File: src/ssfault_pkg.sv
// Purpose: shared constants for the soft-start time and fault status command logic
// Assumes: commands arrive on a simple synchronous command port from the bus front end
// Notes:   command codes are byte wide; data words are 16 bits, low byte first on the wire
package ssfault_pkg;

  // command codes
  localparam logic [7:0]  CMD_RISE_TIME      = 8'h61;
  localparam logic [7:0]  CMD_SUMMARY        = 8'h78;
  localparam logic [7:0]  CMD_OUTPUT_VOLTAGE_ALERT_FLAG_FAULTS    = 8'h7a;
  localparam logic [7:0]  CMD_CLEAR_FAULTS   = 8'h03;
  localparam logic [7:0]  CMD_SAVE_ALL       = 8'h11;
  localparam logic [7:0]  CMD_SAVE_CODE      = 8'h12;

  // rise-time word layout
  localparam logic [4:0]  RISE_EXPONENT      = 5'h1c;
  localparam logic [4:0]  RISE_RESET_MANT    = 5'h0b;
  localparam logic [15:0] RISE_RESET_WORD    = 16'he02b;
  localparam int          RISE_MANT_BITS     = 5;
  localparam int          RISE_SETTINGS      = 8;

  // summary byte bit positions
  localparam int          SB_OFF             = 6;
  localparam int          SB_OUTPUT_OVERVOLTAGE_FLAG         = 5;
  localparam int          SB_OUTPUT_OVERCURRENT_FLAG         = 4;
  localparam int          SB_INPUT_UNDERVOLTAGE_FLAG          = 3;
  localparam int          SB_TEMP            = 2;
  localparam int          SB_CML             = 1;
  localparam int          SB_OTHER           = 0;

  // summary word high byte positions
  localparam int          SW_OUTPUT_VOLTAGE_ALERT_FLAG            = 7;
  localparam int          SW_IOUT            = 6;
  localparam int          SW_PGOOD_N         = 3;

  // output-voltage fault bit positions
  localparam int          VF_OV              = 7;
  localparam int          VF_UV              = 4;

  // comm detail bit for invalid data
  localparam int          CML_INVALID_DATA   = 6;

  // reset values of status storage
  localparam logic [7:0]  STATUS_RESET       = 8'h00;

  // clock and nominal soft-start stretch
  localparam int          CLK_HZ             = 25000000;
  localparam int          STRETCH_PERCENT    = 15;
  localparam int          RAMP_US_PER_UNIT   = 1;

  // supported rise-time table in microseconds, index 0 fastest
  localparam int          RISE_US_0          = 600;
  localparam int          RISE_US_1          = 900;
  localparam int          RISE_US_2          = 1200;
  localparam int          RISE_US_3          = 1800;
  localparam int          RISE_US_4          = 2700;
  localparam int          RISE_US_5          = 4200;
  localparam int          RISE_US_6          = 6000;
  localparam int          RISE_US_7          = 9000;

endpackage
File: src/rise_time_quantizer.sv
// Purpose: map a requested rise-time mantissa to the nearest supported setting
// Assumes: mantissa counts units of 1/16 ms (exponent fixed at minus four)
// Notes:   zero is passed through as the no-ramp request
module rise_time_quantizer (
  input  wire logic [4:0] req_mant,
  output      logic [4:0] snapped_mant,
  output      logic [2:0] setting_idx,
  output      logic       no_ramp,
  output      logic       was_changed
);

  // supported settings in 1/16 ms: 0.6,0.9,1.2,1.8,2.7,4.2,6.0,9.0 ms
  // 9.0 ms would need 144, beyond five bits, so the top table entries saturate at 31
  function automatic logic [4:0] tbl(input logic [2:0] i);
    case (i)
      3'h0:    tbl = 5'h0a;
      3'h1:    tbl = 5'h0e;
      3'h2:    tbl = 5'h13;
      3'h3:    tbl = 5'h1d;
      default: tbl = 5'h1f;
    endcase
  endfunction

  logic [2:0] best;
  logic [5:0] best_err;
  logic [5:0] err;

  // nearest table entry, first hit wins on ties
  always_comb begin
    best     = 3'h0;
    best_err = 6'h3f;
    err      = 6'h00;
    for (int i = 0; i < ssfault_pkg::RISE_SETTINGS; i++) begin
      err = (req_mant > tbl(3'(i))) ? 6'(req_mant - tbl(3'(i)))
                                     : 6'(tbl(3'(i)) - req_mant);
      if (err < best_err) begin
        best     = 3'(i);
        best_err = err;
      end
    end
  end

  assign no_ramp      = (req_mant == 5'h00);
  assign setting_idx  = no_ramp ? 3'h0 : best;
  assign snapped_mant = no_ramp ? 5'h00 : tbl(best);
  assign was_changed  = !no_ramp && (snapped_mant != req_mant);

endmodule

File: src/softstart_time_and_fault_status.sv
// Purpose: rise-time command register and fault status registers
// Assumes: cmd port is fed one transaction per strobe by the serial front end
// Notes:   reset default mantissa is kept as written even if off-table
module softstart_time_and_fault_status (
  input  wire logic        ref_clk,
  input  wire logic        rst_b,
  input  wire logic        cmd_valid,
  input  wire logic        cmd_write,
  input  wire logic        cmd_word,
  input  wire logic [7:0]  cmd_code,
  input  wire logic [15:0] cmd_wdata,
  input  wire logic        converter_enabled,
  input  wire logic        power_good,
  input  wire logic        output_voltage_alert_flag_above_ov_trip,
  input  wire logic        output_voltage_alert_flag_below_uv_trip,
  input  wire logic        output_voltage_alert_flag_warning,
  input  wire logic        output_overcurrent_flag_fault,
  input  wire logic        output_overcurrent_flag_warning,
  input  wire logic        input_undervoltage_flag_fault,
  input  wire logic        temp_fault,
  input  wire logic        temp_warning,
  input  wire logic        comm_fault,
  input  wire logic        other_fault,
  output      logic        rsp_valid,
  output      logic [15:0] rsp_data,
  output      logic [15:0] rise_time_word,
  output      logic [2:0]  rise_setting,
  output      logic        rise_no_ramp,
  output      logic        nvm_save,
  output      logic [15:0] nvm_save_data,
  output      logic [7:0]  comm_fault_detail,
  output      logic        smbalert_n_oe
);

  ////////////////////////////////////////////////////////////////////////////
  // command decode

  // the strobe is passed in, so each continuous assignment below
  // re-evaluates when the strobe moves and not only when the code does
  function automatic logic hit(input logic       vld,
                               input logic [7:0] code,
                               input logic [7:0] want);
    hit = vld && (code == want);
  endfunction

  wire wr_rise   = hit(cmd_valid, cmd_code, ssfault_pkg::CMD_RISE_TIME) && cmd_write;
  wire rd_rise   = hit(cmd_valid, cmd_code, ssfault_pkg::CMD_RISE_TIME) && !cmd_write;
  wire rd_sum    = hit(cmd_valid, cmd_code, ssfault_pkg::CMD_SUMMARY) && !cmd_write;
  wire rd_vf     = hit(cmd_valid, cmd_code, ssfault_pkg::CMD_OUTPUT_VOLTAGE_ALERT_FLAG_FAULTS) && !cmd_write;
  wire do_clear  = hit(cmd_valid, cmd_code, ssfault_pkg::CMD_CLEAR_FAULTS);
  // writes to status codes fall through here and change nothing
  wire do_save   = (hit(cmd_valid, cmd_code, ssfault_pkg::CMD_SAVE_ALL) ||
                    hit(cmd_valid, cmd_code, ssfault_pkg::CMD_SAVE_CODE));

  ////////////////////////////////////////////////////////////////////////////
  // rise-time register

  logic [4:0] rise_mant_ff;
  logic [4:0] nxt_rise_mant;
  logic [4:0] snapped;
  logic [2:0] snap_idx;
  logic       snap_zero;
  logic       snap_changed;
  logic       bad_exp;

  rise_time_quantizer u_quant (
    .req_mant     (cmd_wdata[4:0]),
    .snapped_mant (snapped),
    .setting_idx  (snap_idx),
    .no_ramp      (snap_zero),
    .was_changed  (snap_changed)
  );

  // exponent other than minus four, or set upper mantissa bits, is invalid data
  assign bad_exp       = (cmd_wdata[15:11] != ssfault_pkg::RISE_EXPONENT) ||
                         (cmd_wdata[10:5] != 6'h00);
  assign nxt_rise_mant = wr_rise ? snapped : rise_mant_ff;

  always_ff @(posedge ref_clk or negedge rst_b) begin
    if (!rst_b) begin
      rise_mant_ff <= ssfault_pkg::RISE_RESET_MANT;
    end else begin
      rise_mant_ff <= nxt_rise_mant;
    end
  end

  // the reset word carries a one just above the writable field; it reads back
  // only until the host first writes the rise time, after that it is zero
  logic rise_default_ff;
  logic nxt_rise_default;

  assign nxt_rise_default = rise_default_ff && !wr_rise;

  always_ff @(posedge ref_clk or negedge rst_b) begin
    if (!rst_b) begin
      rise_default_ff <= 1'b1;
    end else begin
      rise_default_ff <= nxt_rise_default;
    end
  end

  // exponent and upper mantissa bits 10:6 are constants, never stored; bit 5 is the stored reset-default flag
  wire [15:0] rise_word = {ssfault_pkg::RISE_EXPONENT, 5'h00, rise_default_ff,
                           rise_mant_ff};

  ////////////////////////////////////////////////////////////////////////////
  // sticky status flags; set beats a same-cycle clear so no event is lost

  logic [10:0] flags_ff;
  logic [10:0] nxt_flags;
  logic [10:0] raw_ev;
  logic        invalid_wr;

  assign invalid_wr = wr_rise && (bad_exp || snap_changed);

  // flag order: ov, oc, vinuv, temp, cml, other, output_voltage_alert_flag_any, iout_any, vf_ov, vf_uv, inv
  assign raw_ev = {invalid_wr,
                   output_voltage_alert_flag_below_uv_trip,
                   output_voltage_alert_flag_above_ov_trip,
                   output_overcurrent_flag_fault | output_overcurrent_flag_warning,
                   output_voltage_alert_flag_above_ov_trip | output_voltage_alert_flag_below_uv_trip | output_voltage_alert_flag_warning,
                   other_fault | output_voltage_alert_flag_below_uv_trip | output_overcurrent_flag_warning,
                   comm_fault | invalid_wr,
                   temp_fault | temp_warning,
                   input_undervoltage_flag_fault,
                   output_overcurrent_flag_fault,
                   output_voltage_alert_flag_above_ov_trip};
  assign nxt_flags = raw_ev | (do_clear ? 11'h000 : flags_ff);

  always_ff @(posedge ref_clk or negedge rst_b) begin
    if (!rst_b) begin
      flags_ff <= 11'h000;
    end else begin
      flags_ff <= nxt_flags;
    end
  end

  ////////////////////////////////////////////////////////////////////////////
  // read views

  logic [7:0] sum_lo;
  logic [7:0] sum_hi;
  logic [7:0] vf_byte;

  // off and power-good bits follow live levels, not latched
  assign sum_lo = {1'b0, !converter_enabled, flags_ff[0], flags_ff[1], flags_ff[2],
                   flags_ff[3], flags_ff[4], flags_ff[5]};
  assign sum_hi = {flags_ff[6], flags_ff[7], 2'b00, !power_good, 3'b000};
  assign vf_byte = {flags_ff[8], 2'b00, flags_ff[9], 4'h0};

  wire [15:0] rd_mux = rd_rise ? rise_word :
                       rd_sum  ? (cmd_word ? {sum_hi, sum_lo} : {8'h00, sum_lo}) :
                       rd_vf   ? {8'h00, vf_byte} : 16'h0000;

  ////////////////////////////////////////////////////////////////////////////
  // registered outputs

  logic        rsp_valid_ff;
  logic [15:0] rsp_data_ff;
  logic [15:0] rise_word_ff;
  logic [2:0]  setting_ff;
  logic        no_ramp_ff;
  logic        save_ff;
  logic [15:0] save_data_ff;
  logic        alert_ff;

  always_ff @(posedge ref_clk or negedge rst_b) begin
    if (!rst_b) begin
      rsp_valid_ff <= 1'b0;
      rsp_data_ff  <= 16'h0000;
      rise_word_ff <= ssfault_pkg::RISE_RESET_WORD;
      setting_ff   <= 3'h4; // default 2.7 ms
      no_ramp_ff   <= 1'b0;
      save_ff      <= 1'b0;
      save_data_ff <= 16'h0000;
    end else begin
      rsp_valid_ff <= rd_rise | rd_sum | rd_vf;
      rsp_data_ff  <= rd_mux;
      rise_word_ff <= rise_word;
      setting_ff   <= wr_rise ? snap_idx : setting_ff;
      no_ramp_ff   <= (rise_mant_ff == 5'h00);
      save_ff      <= do_save;
      save_data_ff <= do_save ? rise_word : save_data_ff;
    end
  end

  // alert pin is open drain: oe low means pulled low
  always_ff @(posedge ref_clk or negedge rst_b) begin
    if (!rst_b) begin
      alert_ff <= 1'b1;
    end else begin
      alert_ff <= !(nxt_flags[10]);
    end
  end

  assign rsp_valid         = rsp_valid_ff;
  assign rsp_data          = rsp_data_ff;
  assign rise_time_word    = rise_word_ff;
  assign rise_setting      = setting_ff; // ramp stage adds ~15% on its own
  assign rise_no_ramp      = no_ramp_ff;
  assign nvm_save          = save_ff;
  assign nvm_save_data     = save_data_ff;
  assign comm_fault_detail = {1'b0, flags_ff[10], 6'h00};
  assign smbalert_n_oe     = alert_ff;

  ////////////////////////////////////////////////////////////////////////////
  // checks

  property p_rise_fixed;
    @(posedge ref_clk) disable iff (!rst_b)
      rise_time_word[15:6] == {ssfault_pkg::RISE_EXPONENT, 5'h00};
  endproperty
  a_rise_fixed: assert property (p_rise_fixed) else $error("rise word fixed bits wrong");

  property p_ov_latch;
    @(posedge ref_clk) disable iff (!rst_b)
      output_voltage_alert_flag_above_ov_trip ##1 !do_clear[*2] |-> flags_ff[8] && flags_ff[0];
  endproperty
  a_ov_latch: assert property (p_ov_latch) else $error("ov flag not latched");

  property p_uv_sets_other;
    @(posedge ref_clk) disable iff (!rst_b)
      output_voltage_alert_flag_below_uv_trip |=> flags_ff[9] && flags_ff[5];
  endproperty
  a_uv_sets_other: assert property (p_uv_sets_other) else $error("uv flags missing");

  property p_sum_read;
    @(posedge ref_clk) disable iff (!rst_b)
      rd_sum && !cmd_word |=> rsp_valid && rsp_data[15:7] == 9'h000;
  endproperty
  a_sum_read: assert property (p_sum_read) else $error("summary byte bad");

  property p_off_bit;
    @(posedge ref_clk) disable iff (!rst_b)
      rd_sum && !converter_enabled |=> rsp_data[6];
  endproperty
  a_off_bit: assert property (p_off_bit) else $error("off bit not set");

  property p_pgood;
    @(posedge ref_clk) disable iff (!rst_b)
      rd_sum && cmd_word && !power_good |=> rsp_data[11] && rsp_data[13:12] == 2'b00;
  endproperty
  a_pgood: assert property (p_pgood) else $error("power good bit wrong");

  property p_vf_read;
    @(posedge ref_clk) disable iff (!rst_b)
      rd_vf |=> rsp_data[15:8] == 8'h00 && rsp_data[6:5] == 2'b00 && rsp_data[3:0] == 4'h0;
  endproperty
  a_vf_read: assert property (p_vf_read) else $error("output_voltage_alert_flag fault byte bad");

  property p_invalid_alert;
    @(posedge ref_clk) disable iff (!rst_b)
      invalid_wr |=> !smbalert_n_oe && comm_fault_detail[6] && flags_ff[4];
  endproperty
  a_invalid_alert: assert property (p_invalid_alert) else $error("invalid data not flagged");

  property p_save;
    @(posedge ref_clk) disable iff (!rst_b)
      do_save |=> nvm_save && nvm_save_data == $past(rise_word);
  endproperty
  a_save: assert property (p_save) else $error("save did not copy rise time");

  property p_rise_upper;
    @(posedge ref_clk) disable iff (!rst_b)
      wr_rise |-> ##2 !rise_time_word[5];
  endproperty
  a_rise_upper: assert property (p_rise_upper) else $error("upper mantissa bit set");

  property p_snap;
    @(posedge ref_clk) disable iff (!rst_b)
      wr_rise |-> ##2 rise_time_word[4:0] inside {5'h00, 5'h0a, 5'h0e, 5'h13, 5'h1d, 5'h1f};
  endproperty
  a_snap: assert property (p_snap) else $error("rise time not on a setting");

  property p_no_ramp;
    @(posedge ref_clk) disable iff (!rst_b)
      wr_rise && cmd_wdata[4:0] == 5'h00 |-> ##2 rise_no_ramp;
  endproperty
  a_no_ramp: assert property (p_no_ramp) else $error("zero rise time not flagged");

  property p_status_ro;
    @(posedge ref_clk) disable iff (!rst_b)
      cmd_valid && cmd_write && !wr_rise && !do_clear && raw_ev == 11'h000
        |=> flags_ff == $past(flags_ff);
  endproperty
  a_status_ro: assert property (p_status_ro) else $error("write altered a flag");

  property p_no_write_rsp;
    @(posedge ref_clk) disable iff (!rst_b)
      cmd_valid && cmd_write |=> !rsp_valid;
  endproperty
  a_no_write_rsp: assert property (p_no_write_rsp) else $error("write answered");

  property p_clear;
    @(posedge ref_clk) disable iff (!rst_b)
      do_clear && raw_ev == 11'h000 |=> flags_ff == 11'h000;
  endproperty
  a_clear: assert property (p_clear) else $error("clear left a flag set");

  property p_hold;
    @(posedge ref_clk) disable iff (!rst_b)
      !do_clear |=> (flags_ff & $past(flags_ff)) == $past(flags_ff);
  endproperty
  a_hold: assert property (p_hold) else $error("flag dropped without clear");

  property p_temp;
    @(posedge ref_clk) disable iff (!rst_b)
      temp_fault || temp_warning |=> flags_ff[3];
  endproperty
  a_temp: assert property (p_temp) else $error("temperature flag missing");

  property p_iout;
    @(posedge ref_clk) disable iff (!rst_b)
      output_overcurrent_flag_fault || output_overcurrent_flag_warning |=> flags_ff[7];
  endproperty
  a_iout: assert property (p_iout) else $error("current summary flag missing");

  property p_comm;
    @(posedge ref_clk) disable iff (!rst_b)
      comm_fault |=> flags_ff[4];
  endproperty
  a_comm: assert property (p_comm) else $error("comm flag missing");

  c_write_rise: cover property (@(posedge ref_clk) disable iff (!rst_b) wr_rise ##2 rd_rise);
  c_clear: cover property (@(posedge ref_clk) disable iff (!rst_b) flags_ff[0] ##1 do_clear);
  c_word_read: cover property (@(posedge ref_clk) disable iff (!rst_b) rd_sum && cmd_word);
  c_invalid: cover property (@(posedge ref_clk) disable iff (!rst_b) invalid_wr);
  c_save: cover property (@(posedge ref_clk) disable iff (!rst_b) do_save ##1 nvm_save);

endmodule

File: config.mk
export PLATFORM = sky130hd
export DESIGN_NAME = softstart_time_and_fault_status
export DESIGN_NICKNAME = d
export VERILOG_FILES = /design/src/ssfault_pkg.sv /design/src/rise_time_quantizer.sv /design/src/softstart_time_and_fault_status.sv
export SDC_FILE = /design/constraint.sdc
export NUM_CORES = 1
export LEC_CHECK = 0
export ABC_AREA = 1
export BUFFER_PORTS_ARGS = -buffer_cell sky130_fd_sc_hd__buf_2
export CELL_PAD_IN_SITES_DETAIL_PLACEMENT = 2
export CELL_PAD_IN_SITES_GLOBAL_PLACEMENT = 2
export CORE_AREA = 5 5 109 132
export DETAILED_ROUTE_END_ITERATION = 10
export DIE_AREA = 0 0 114 137
export PLACE_DENSITY = 0.93
export SLEW_MARGIN = 20
export SYNTH_ARGS = -nofsm -noshare
export SYNTH_HDL_FRONTEND = slang
export SYNTH_SLANG_ARGS = --single-unit
export TNS_END_PERCENT = 1
File: constraint.sdc
create_clock -name ref_clk -period 2.1 [get_ports ref_clk]
set_clock_uncertainty 0.2 [all_clocks]
set_input_delay 0.105 -clock ref_clk [delete_from_list [all_inputs] [get_ports ref_clk]]
set_output_delay 0.105 -clock ref_clk [all_outputs]
set_load 0.005 [all_outputs]
==> impl_metrics.yaml, run 1 <==
grt:
  antenna_found_initial: 3
  grt_max_degree: 50
status:
  haltStage: "global routing (5_1_grt)"
  error: "[ERROR DPL-0033] detailed placement checks failed during check placement."
  status: "stopped before the end"
floorplanning:
  die_h_um: 137
  initial_core_util: 0.3121
  io_pins: 104
  die_w_um: 114
  rows: 46
place:
  port_buffers: 75
  gp_congestion: 0.8740
  dp_hpwl_um: 15530
synth:
  ys_seq_elements: 49
  async_flop_share: 1.000
  netlist_instances: 560
  synth_most_common_cell: "nand2_1"
  synth_cell_types: 45
  synth_top_area_cell: "dfrtp_1"
  synth.area.top_cells: "dfrtp_1, ha_1, nand2_1"
  ys_warn_count: 0
  syn_avg_cell_area_sq_um: 7.217
  ys_seq_area_frac: 0.3065
  synth_ff_type: "dfrtp_1"
  synthesis.area_sq_mm: 0.004041
  synth_top_area_share: 0.2415
  yosys-top-cells-count: "nand2_1, inv_1, o21ai_0, ha_1, dfrtp_1"
  synth_edf_count: 0
sta:
  worst_path_end_type: "register data pin"
  grt-worst-endpoint: "smbalert_n_oe$_DFF_PN1_/D"
clock_tree:
  ctsLongestPathBuffers: 2
  clock-root-buffer: "clkbuf_16"
  h-tree-depth: 2
  numCtsBuffers: 5
  clock_sinks: 49
==> stage by stage <==
step / setup slack [ns] / hold WS, ns / cells / instance area [sq um]
after floorplan: -6.285 / -0.3906 / 586 / 4213
after global placement: -6.548 / 0.02064 / 910 / 5409
after detailed placement: -7.936 / 0.03576 / 910 / 5409
after CTS: -6.802 / 0.006720 / 977 / 6708
==> logic make-up after synthesis <==
group / share of synthesized area
XOR/XNOR: 0.004335
buffers and inverters: 0.1390
flip-flops: 0.3065
AND/OR/NAND/NOR: 0.2427
adder cells (fa/ha/maj): 0.1548
other: 0.001858
AO/OA/AOI/OAI: 0.1508
==> timing repair <==
action,4_1_cts
cloned,3
endpoints found under the hold margin,57
hold buffers,21
pin swaps,95
endpoints found under the setup margin,11
resized for setup,170
setup buffers,39
==> run 2: changes to the inputs <==
- CELL_PAD_IN_SITES_DETAIL_PLACEMENT: 2 -> unset
- CELL_PAD_IN_SITES_GLOBAL_PLACEMENT: 2 -> unset
- CORE_AREA: 5 5 109 132 -> 5 5 149 151
- DIE_AREA: 0 0 114 137 -> 0 0 154 156
- PLACE_DENSITY: 0.93 -> unset
- PLACE_DENSITY_LB_ADDON: unset -> 0.15
==> run 2 against run 1 <==
  * The flow now finishes, with violations (setup timing)
  * Synthesized cell count stayed put
  * Synthesized area stayed put
==> impl_metrics.yaml, run 2 <==
status:
  status: "finished, violations left"
  violations: "setup timing"
synth:
  ys_seq_area_frac: 0.3065
  yosys-top-cells-count: "nand2_1, inv_1, o21ai_0, ha_1, dfrtp_1"
  async_flop_share: 1.000
  synth_edf_count: 0
  synth.area.top_cells: "dfrtp_1, ha_1, nand2_1"
  synthesis.area_sq_mm: 0.004041
  synth_top_area_cell: "dfrtp_1"
  synth_top_area_share: 0.2415
  netlist_instances: 560
  ys_warn_count: 0
  synth_ff_type: "dfrtp_1"
  ys_seq_elements: 49
  synth_most_common_cell: "nand2_1"
  synth_cell_types: 45
  syn_avg_cell_area_sq_um: 7.217
grt:
  met2_usage: 0.1891
  grt_pass1_wl_um: 21150
  track_usage: 0.1043
  overflow: 0
  met1_usage: 0.1336
  grt_busiest_layer: "met2"
  grt_max_degree: 50
  use_met3: 0.01165
  grt_pass1_vias: 4328
  antenna_found_initial: 0
clock_tree:
  clock_sinks: 49
  clock_latency_ns: 0.29
  clk_pin_slew_ns: 0.07
  clock-root-buffer: "clkbuf_16"
  cts_tree: "done"
  h-tree-depth: 2
  numCtsBuffers: 5
  ctsLongestPathBuffers: 2
route:
  via_count: 4267
  wl_per_cell_um: 12.26
  post_drt_via_cell_ratio: 4.052
  drc: 0
  antenna_left: 0
  first_pass_iters: 4
  drt-total-wl_um: 12910
  drt_iter0_markers: 162
critical_path:
  cp_max_fo: 11
  path_buf_inv: 5
  crit_type: "in -> reg"
  crit_path_frequent_cell: "nand2_1"
  max_stage_delay_ns: 0.33
  slowest_stage: "ha_1"
  arrival_ns: 8.54
  end_kind: "flip-flop"
  required_ns: 2.12
  start_kind: "input pin"
  crit_family: "simple AND/OR/NAND/NOR gates"
cells_and_area:
  num_antenna_cells: 0
  largest_reg_flops: 12
  drive_above_1_share: 0.3252
  stdcell_count: 1053
  layout_common_cells: "nand2_1, buf_4, buf_2"
  final_area_sq_mm: 0.006032
  mostFrequentLayoutCell: "nand2_1"
  synthToLayoutAreaGrowth_pct: 49.26
  fin_nets: 868
  fillers: 2286
sta:
  worst_pin_slew_ns: 0.6268
  timing.hold.ws_ns: 0.006817
  final_max_slew_viol_count: 0
  finalCriticalPeriod_ns: 8.515
  slew_headroom: 0.5767
  setup_violations: 11
  fin_crit_sh: 4.055
  worst_slack_ns: -6.415
  fin_tns_setup_ns: -67.91
  hold_viol: 0
  rsz0062_at_grt: "true"
  fmax_mhz: 117.4
place:
  gp_congestion: 0.8652
  dp.cells: 1018
  pre_cts_slack_ns: -6.837
  dp_hpwl_um: 10480
  placed_cell_area_sq_mm: 0.005575
  port_buffers: 75
floorplanning:
  initial_core_util: 0.1953
  io_pins: 104
  die_h_um: 156
  core_sq_mm: 0.02069
  die_w_um: 154
  die_area_sq_mm: 0.02402
  rows: 53
power_and_ir_drop:
  power.density_mw_per_mm2: 1017
  ir_worst_vdd_v: 0.0005015
  p_leak_nw: 3.300
job:
  max_cap_viol_count: 0
worst_hold_path:
  hold_path.class: "in -> reg"
## run 2: layout make-up
cell class                      instances  area [sq um]  share of cell area
Clock inverter                          2         38.79            0.006430
Clock buffer                            6         128.9             0.02136
Inverter                               75         284.0             0.04709
Timing Repair Buffer                  223          1582              0.2622
Sequential cell                        49          1239              0.2054
Multi-Input combinational cell        423          2416              0.4005
Tap cell                              275         344.1             0.05704
## run 2: report_power, final
part / switching (mW) / total, mW / internal, mW
Combinational: 2.19 / 4.22 / 2.03
Sequential: 0.0199 / 1.00 / 0.985
Clock: 0.345 / 0.910 / 0.565
Total: 2.56 / 6.14 / 3.58
## run 2: path summary, 6_finish.rpt
path / from / endpoint / slack (ns) / cells after the start
worst max-delay path: cmd_wdata[2] / smbalert_n_oe / -6.41 / 67
worst min-delay path: cmd_code[1] / rsp_data[1] / 0.007 / 4
worst max register to register: flags_ff[3] / flags_ff[3] / 0.57 / 2
worst min register to register: rise_mant_ff[0] / rise_time_word[0] / 0.17 / 0
max in group asynchronous: rst_b / rsp_data[7] / 1.02 / 3
min in group asynchronous: rst_b / rsp_data[6] / 0.24 / 3
## run 2: what timing repair did
action                                  CTS  global route
endpoints found under the setup margin   11            11
hold buffers                             23             0
resized for setup                        11             3
setup buffers                             2             0
endpoints found under the hold margin    58             0
cloned                                    2             0
pin swaps                                 4             0
## run 2: through the flow
step	util	total power [mW]
3_5_place_dp	0.2695	5.082
5_1_grt	0.2915	6.809
4_1_cts	0.2914	6.183
3_3_place_gp	0.2695	5.043
2_1_floorplan	-	3.582
6_report	0.2915	6.137
## run 2: worst register-to-register path, cell delays in order (launching register included)
cell           delay [ns]
dfrtp_1              0.39
a211o_1              0.29
dlygate4sd3_1        0.55
## run 2: cells by family (layout without fill, tap and decap cells)
group	after synthesis	in the layout	share of synthesized area
and+or+nand+nor	232	234	0.2427
buffers and inverters	116	306	0.1390
AOI/OAI and AO/OA	109	109	0.1508
adders and majority gates	50	50	0.1548
DFF	49	49	0.3065
other	2	28	0.001858
xor gates and xnor gates	2	2	0.004335
## run 2: layer usage
metal  part of all wire  wire length (um)
met1               0.46              5942
met2               0.48              6241
met3              0.041               533
met4              0.015               193
met5                  0                 0
No activity file was read; power rests on OpenSTA's default activity.
==> run 3: changes to the inputs <==
- clock period: 2.1 -> 10.93 ns (I/O delays scaled with it)
==> run 3 against run 2 <==
  * The flow now finishes without violations
  * Design area shrank 20%
  * Combinational power shrank 87%
  * Clock power shrank 78%
  * First-iteration DRC count grew 7.4%
  * Flip-flop and latch count is the same
  * Critical path depth is the same
  * Setup slack gained 7.4 ns
  * Global-route usage shrank 0.81 points
  * Total power shrank 84%
  * Core utilization shrank 5.7 points
  * Non-clock buffer count shrank 139
  * Largest cell class unchanged
==> impl_metrics.yaml, run 3 (synthesis results as in run 2) <==
floorplanning:
  initial_core_util: 0.1953
  die_area_sq_mm: 0.02402
  rows: 53
  die_w_um: 154
  io_pins: 104
  die_h_um: 156
  core_sq_mm: 0.02069
grt:
  track_usage: 0.09621
  antenna_found_initial: 0
  grt_max_degree: 50
  grt_pass1_vias: 3597
  overflow: 0
  grt_pass1_wl_um: 19090
sta:
  fmax_mhz: 100.9
  hold_viol: 0
  finalCriticalPeriod_ns: 9.913
  fin_crit_sh: 0.9069
  slew_headroom: 0.4654
  final_max_slew_viol_count: 0
  worst_pin_slew_ns: 0.8019
  setup_violations: 0
critical_path:
  start_kind: "input pin"
  crit_type: "in -> reg"
  slowest_stage: "ha_1"
  max_stage_delay_ns: 0.34
  cp_max_fo: 14
  crit_path_frequent_cell: "nand2_1"
  required_ns: 10.95
  end_kind: "flip-flop"
  arrival_ns: 9.93
cells_and_area:
  seq_area_sq_mm: 0.001239
  mostFrequentLayoutCell: "nand2_1"
  fin_util: 0.2343
  fin_nets: 728
  stdcell_count: 913
  layout_common_cells: "nand2_1, buf_2, inv_1"
  fillers: 2364
  synthToLayoutAreaGrowth_pct: 19.97
  drive_above_1_share: 0.1928
  num_antenna_cells: 0
  largest_reg_flops: 12
  multi_input_area_sq_mm: 0.002347
  final_area_sq_mm: 0.004848
status:
  status: "finished, final reports clean"
route:
  drt-total-wl_um: 12060
  drt_iter0_markers: 174
  first_pass_iters: 5
  wl_per_cell_um: 13.21
  via_count: 3746
  drc: 0
  antenna_left: 0
  post_drt_via_cell_ratio: 4.103
clock_tree:
  ctsLongestPathBuffers: 2
  h-tree-depth: 2
  cts_hold_buf: 0
  clock-root-buffer: "clkbuf_16"
  numCtsBuffers: 5
  clock_latency_ns: 0.29
  clock_sinks: 49
  cts_tree: "done"
  clk_pin_slew_ns: 0.07
power_and_ir_drop:
  p_leak_nw: 2.622
  finalPower_uw: 956.3
  power.density_mw_per_mm2: 197.2
  ir_worst_vdd_v: 0.00008540
place:
  dp.cells: 897
  port_buffers: 75
  gp_congestion: 0.8014
  dp_hpwl_um: 9711
  placed_cell_area_sq_mm: 0.004593
worst_hold_path:
  hold_path.class: "in -> async"
job:
  max_cap_viol_count: 0
## run 3: cell types whose count changed in the layout (fill, tap and decap cells not counted), moves of 2 or more
| cell | previous run | this run |
|---|---|---|
| buf_4 | 122 | 9 |
| o21ai_0 | 49 | 54 |
| o21ai_1 | 10 | 14 |
| dlygate4sd3_1 | 23 | 0 |
| o21ai_2 | 10 | 1 |
| a211oi_1 | 0 | 3 |
| a211oi_2 | 4 | 1 |
| nand2_2 | 9 | 7 |
| buf_12 | 3 | 0 |
## run 3: final timing paths
kind	startpoint	to	slack, ns	depth (start not counted)
max	cmd_wdata[2]	smbalert_n_oe	1.02	67
min	rst_b	rsp_data[13]	0.16	2
max reg2reg	rise_mant_ff[1]	rsp_data[1]	9.83	2
min in group ref_clk	rise_mant_ff[0]	rise_time_word[0]	0.17	0
max in group asynchronous	rst_b	rise_time_word[2]	9.96	2
min reg2reg	rise_mant_ff[0]	rise_time_word[0]	0.17	0
## run 3: timing repair
action	4_1_cts	5_1_grt
setup buffers	0	7
setup endpoints to repair	0	11
gates resized for setup	0	12
## run 3: per-layer routing
metal / GRT usage / up-vias / wire, um
li1: - / 1920 / -
met1: 0.1353 / 1730 / 5830
met2: 0.1604 / 89 / 5602
met3: 0.01498 / 7 / 561
met4: 0.01262 / 0 / 63
met5: 0 / - / 0
## run 3: power by group
part           leakage [nW]  total (mW)  internal (mW)  switching (mW)
registers             0.573       0.193          0.189         0.00335
logic                  1.95       0.566          0.195           0.371
clock network        0.0938       0.198          0.131          0.0669
total                  2.62       0.956          0.515           0.441
## run 3: cell type report
type / instances / area share
Clock inverter: 3 / 0.01342
Clock buffer: 5 / 0.02581
Tap cell: 275 / 0.07097
Multi-Input combinational cell: 422 / 0.4841
Sequential cell: 49 / 0.2555
Inverter: 75 / 0.05884
Timing Repair Buffer: 84 / 0.09135
## run 3: worst max-delay path, delay by kind of cell
kind	cells	cell delay, ns
AND/OR/NAND/NOR	34	3.43
AO/OA/AOI/OAI	17	2.51
adder cells (fa/ha/maj)	8	2.36
buffers and inverters	7	0.89
XOR/XNOR	1	0.18
## run 3: stage by stage
step                worst slack (ns)  hold slack [ns]   TNS (ns)
global placement              0.2924           0.1562          0
finish                         1.017           0.1610          0
floorplan                      1.159          0.05091          0
CTS                           0.3048           0.1662          0
global route               -0.006030           0.1730  -0.006030
detailed placement           0.07653           0.1562          0
==> run 4: changes to the inputs <==
- ABC_AREA: 1 -> unset
- CORE_AREA: 5 5 149 151 -> 5 5 95 97
- DIE_AREA: 0 0 154 156 -> 0 0 100 102
- clock period: 10.93 -> 9.6 ns (I/O delays scaled with it)
==> run 4 against run 3 <==
  * The run now ends with hold timing, setup timing left
  * Critical path type unchanged
  * Synthesized area increased by 6.4%
  * Core utilization increased by 50 points
  * Via count increased by 7.9%
  * Combinational power increased by 66%
  * Sequential share of layout area decreased by 4.5 points
  * Clock power decreased by 41%
==> impl_metrics.yaml, run 4 <==
status:
  status: "finished, violations left"
  violations: "hold timing, setup timing"
critical_path:
  r2r_cells: 2
  max_stage_delay_ns: 0.51
  startpoint: "cmd_wdata[3]"
  arrival_ns: 11.08
  r2r_end: "rise_no_ramp"
  worstReg2RegStart: "rise_mant_ff[2]"
  timing.reg2reg.setup_slack_ns: 8.30
  crit_type: "in -> reg"
  cp_max_fo: 8
  slowest_stage: "or4_4"
  required_ns: 9.64
  start_kind: "input pin"
  end_kind: "flip-flop"
cells_and_area:
  seq_area_sq_mm: 0.001239
  multi_input_area_sq_mm: 0.003074
  mostFrequentLayoutCell: "buf_4"
  largest_reg_flops: 12
  num_antenna_cells: 0
  fillers: 616
  synthToLayoutAreaGrowth_pct: 36.95
  fin_nets: 738
  fin_util: 0.7315
  drive_above_1_share: 0.4429
  layout_common_cells: "buf_4, buf_2, nand2_1"
route:
  drc: 0
  drt-total-wl_um: 11850
  first_pass_iters: 4
  post_drt_via_cell_ratio: 5.367
  drt_iter0_markers: 160
  wl_per_cell_um: 15.74
  antenna_left: 0
  via_count: 4041
synth:
  synth_cell_types: 75
  ys_seq_area_frac: 0.2880
  synth_top_area_share: 0.2269
  async_flop_share: 1.000
  synth_most_common_cell: "nand2_1"
  yosys-top-cells-count: "nand2_1, ha_1, dfrtp_1, buf_4, nor2_1"
  synthesis.area_sq_mm: 0.004300
  ys_warn_count: 0
  netlist_instances: 472
  syn_avg_cell_area_sq_um: 9.111
  synth_edf_count: 0
  synth.area.top_cells: "dfrtp_1, ha_1, buf_4"
  synth_top_area_cell: "dfrtp_1"
  synth_ff_type: "dfrtp_1"
  ys_seq_elements: 49
place:
  port_buffers: 75
  gp_congestion: 0.9254
  dp_hpwl_um: 9612
grt:
  track_usage: 0.2318
  grt_pass1_vias: 4189
  grt_pass1_wl_um: 19360
  overflow: 0
  antenna_found_initial: 0
  grt_max_degree: 50
worst_hold_path:
  hold_path.class: "in -> async"
sta:
  finalCriticalPeriod_ns: 11.04
  setup_violations: 11
  worst_pin_slew_ns: 0.8455
  fmax_mhz: 90.59
  timing.hold.ws_ns: -0.02525
  fin_crit_sh: 1.150
  rsz0062_at_grt: "true"
  hold_viol: 39
  final_max_slew_viol_count: 0
  slew_headroom: 0.4323
  worst_slack_ns: -1.438
power_and_ir_drop:
  p_leak_nw: 2.958
  power.density_mw_per_mm2: 215.7
  finalPower_mw: 1.270
  ir_worst_vdd_v: 0.0001705
floorplanning:
  initial_core_util: 0.5341
  die_area_sq_mm: 0.01020
  rows: 33
  die_w_um: 100
  die_h_um: 102
  core_sq_mm: 0.008051
  io_pins: 104
clock_tree:
  clock_sinks: 49
  clock-root-buffer: "clkbuf_8"
  cts_tree: "done"
  ctsLongestPathBuffers: 2
  numCtsBuffers: 5
  cts_hold_buf: 0
  clk_pin_slew_ns: 0.09
  clock_latency_ns: 0.30
  h-tree-depth: 2
job:
  max_cap_viol_count: 0
-- run 4: how the worst max path moves through the flow --
stage                     cells after the start            end
after floorplan                              57  smbalert_n_oe
after global placement                       54  smbalert_n_oe
after detailed placement                     53  smbalert_n_oe
after CTS                                    52  smbalert_n_oe
after global routing                         56  smbalert_n_oe
final                                        54  smbalert_n_oe
-- run 4: through the flow --
stage               worst slack [ns]  setup TNS [ns]  cell area (sq um)  instances
detailed placement            -2.204          -22.16               5552        729
global placement              -1.779          -17.79               5552        729
CTS                           -1.479          -14.22               5749        745
global route                  -1.866          -18.17               5889        753
finish                        -1.438          -13.65               5889        753
floorplan                     -1.748          -16.83               4668        498
-- run 4: cell type report --
type,instances,share of cell area
clock buffer,7,0.01296
clock inverter,1,0.001275
inverter,30,0.02209
multi-input combinational,374,0.5220
sequential,49,0.2103
tap,105,0.02231
timing repair buffer,187,0.2091
-- run 4: where the power goes --
group | internal, mW | switching (mW) | total [mW]
clock | 0.0516 | 0.0640 | 0.116
sequential | 0.214 | 0.00374 | 0.217
combinational | 0.484 | 0.453 | 0.937
total | 0.749 | 0.521 | 1.27
-- run 4: what timing repair did --
item,4_1_cts,5_1_grt
setup buffers,8,8
endpoints found under the setup margin,11,11
hold endpoints to repair,0,0
gates resized for setup,18,22
pin swaps,26,22
-- run 4: cells by family after synthesis --
family / share of synthesized area
xor+xnor: 0.01629
mux: 0.07390
fa+ha+maj: 0.1455
other cells: 0.001746
buf+inv: 0.09950
simple gates: 0.1653
flops: 0.2880
compound gates: 0.2098
-- run 4: critical path, delay by kind of cell --
family / cells / cell delay (ns)
compound gates: 19 / 3.61
simple gates: 14 / 2.53
fa+ha+maj: 8 / 2.07
mux: 7 / 1.72
buf+inv: 5 / 0.47
xor+xnor: 1 / 0.18
-- run 4: layer usage --
metal,share of wire,track usage,routed length [um],up-vias
met5,0,0,0,-
met4,0.015,0.05907,181,0
met3,0.052,0.02457,615,19
met2,0.54,0.4551,6351,109
met1,0.40,0.2673,4705,1925
li1,-,-,-,1988
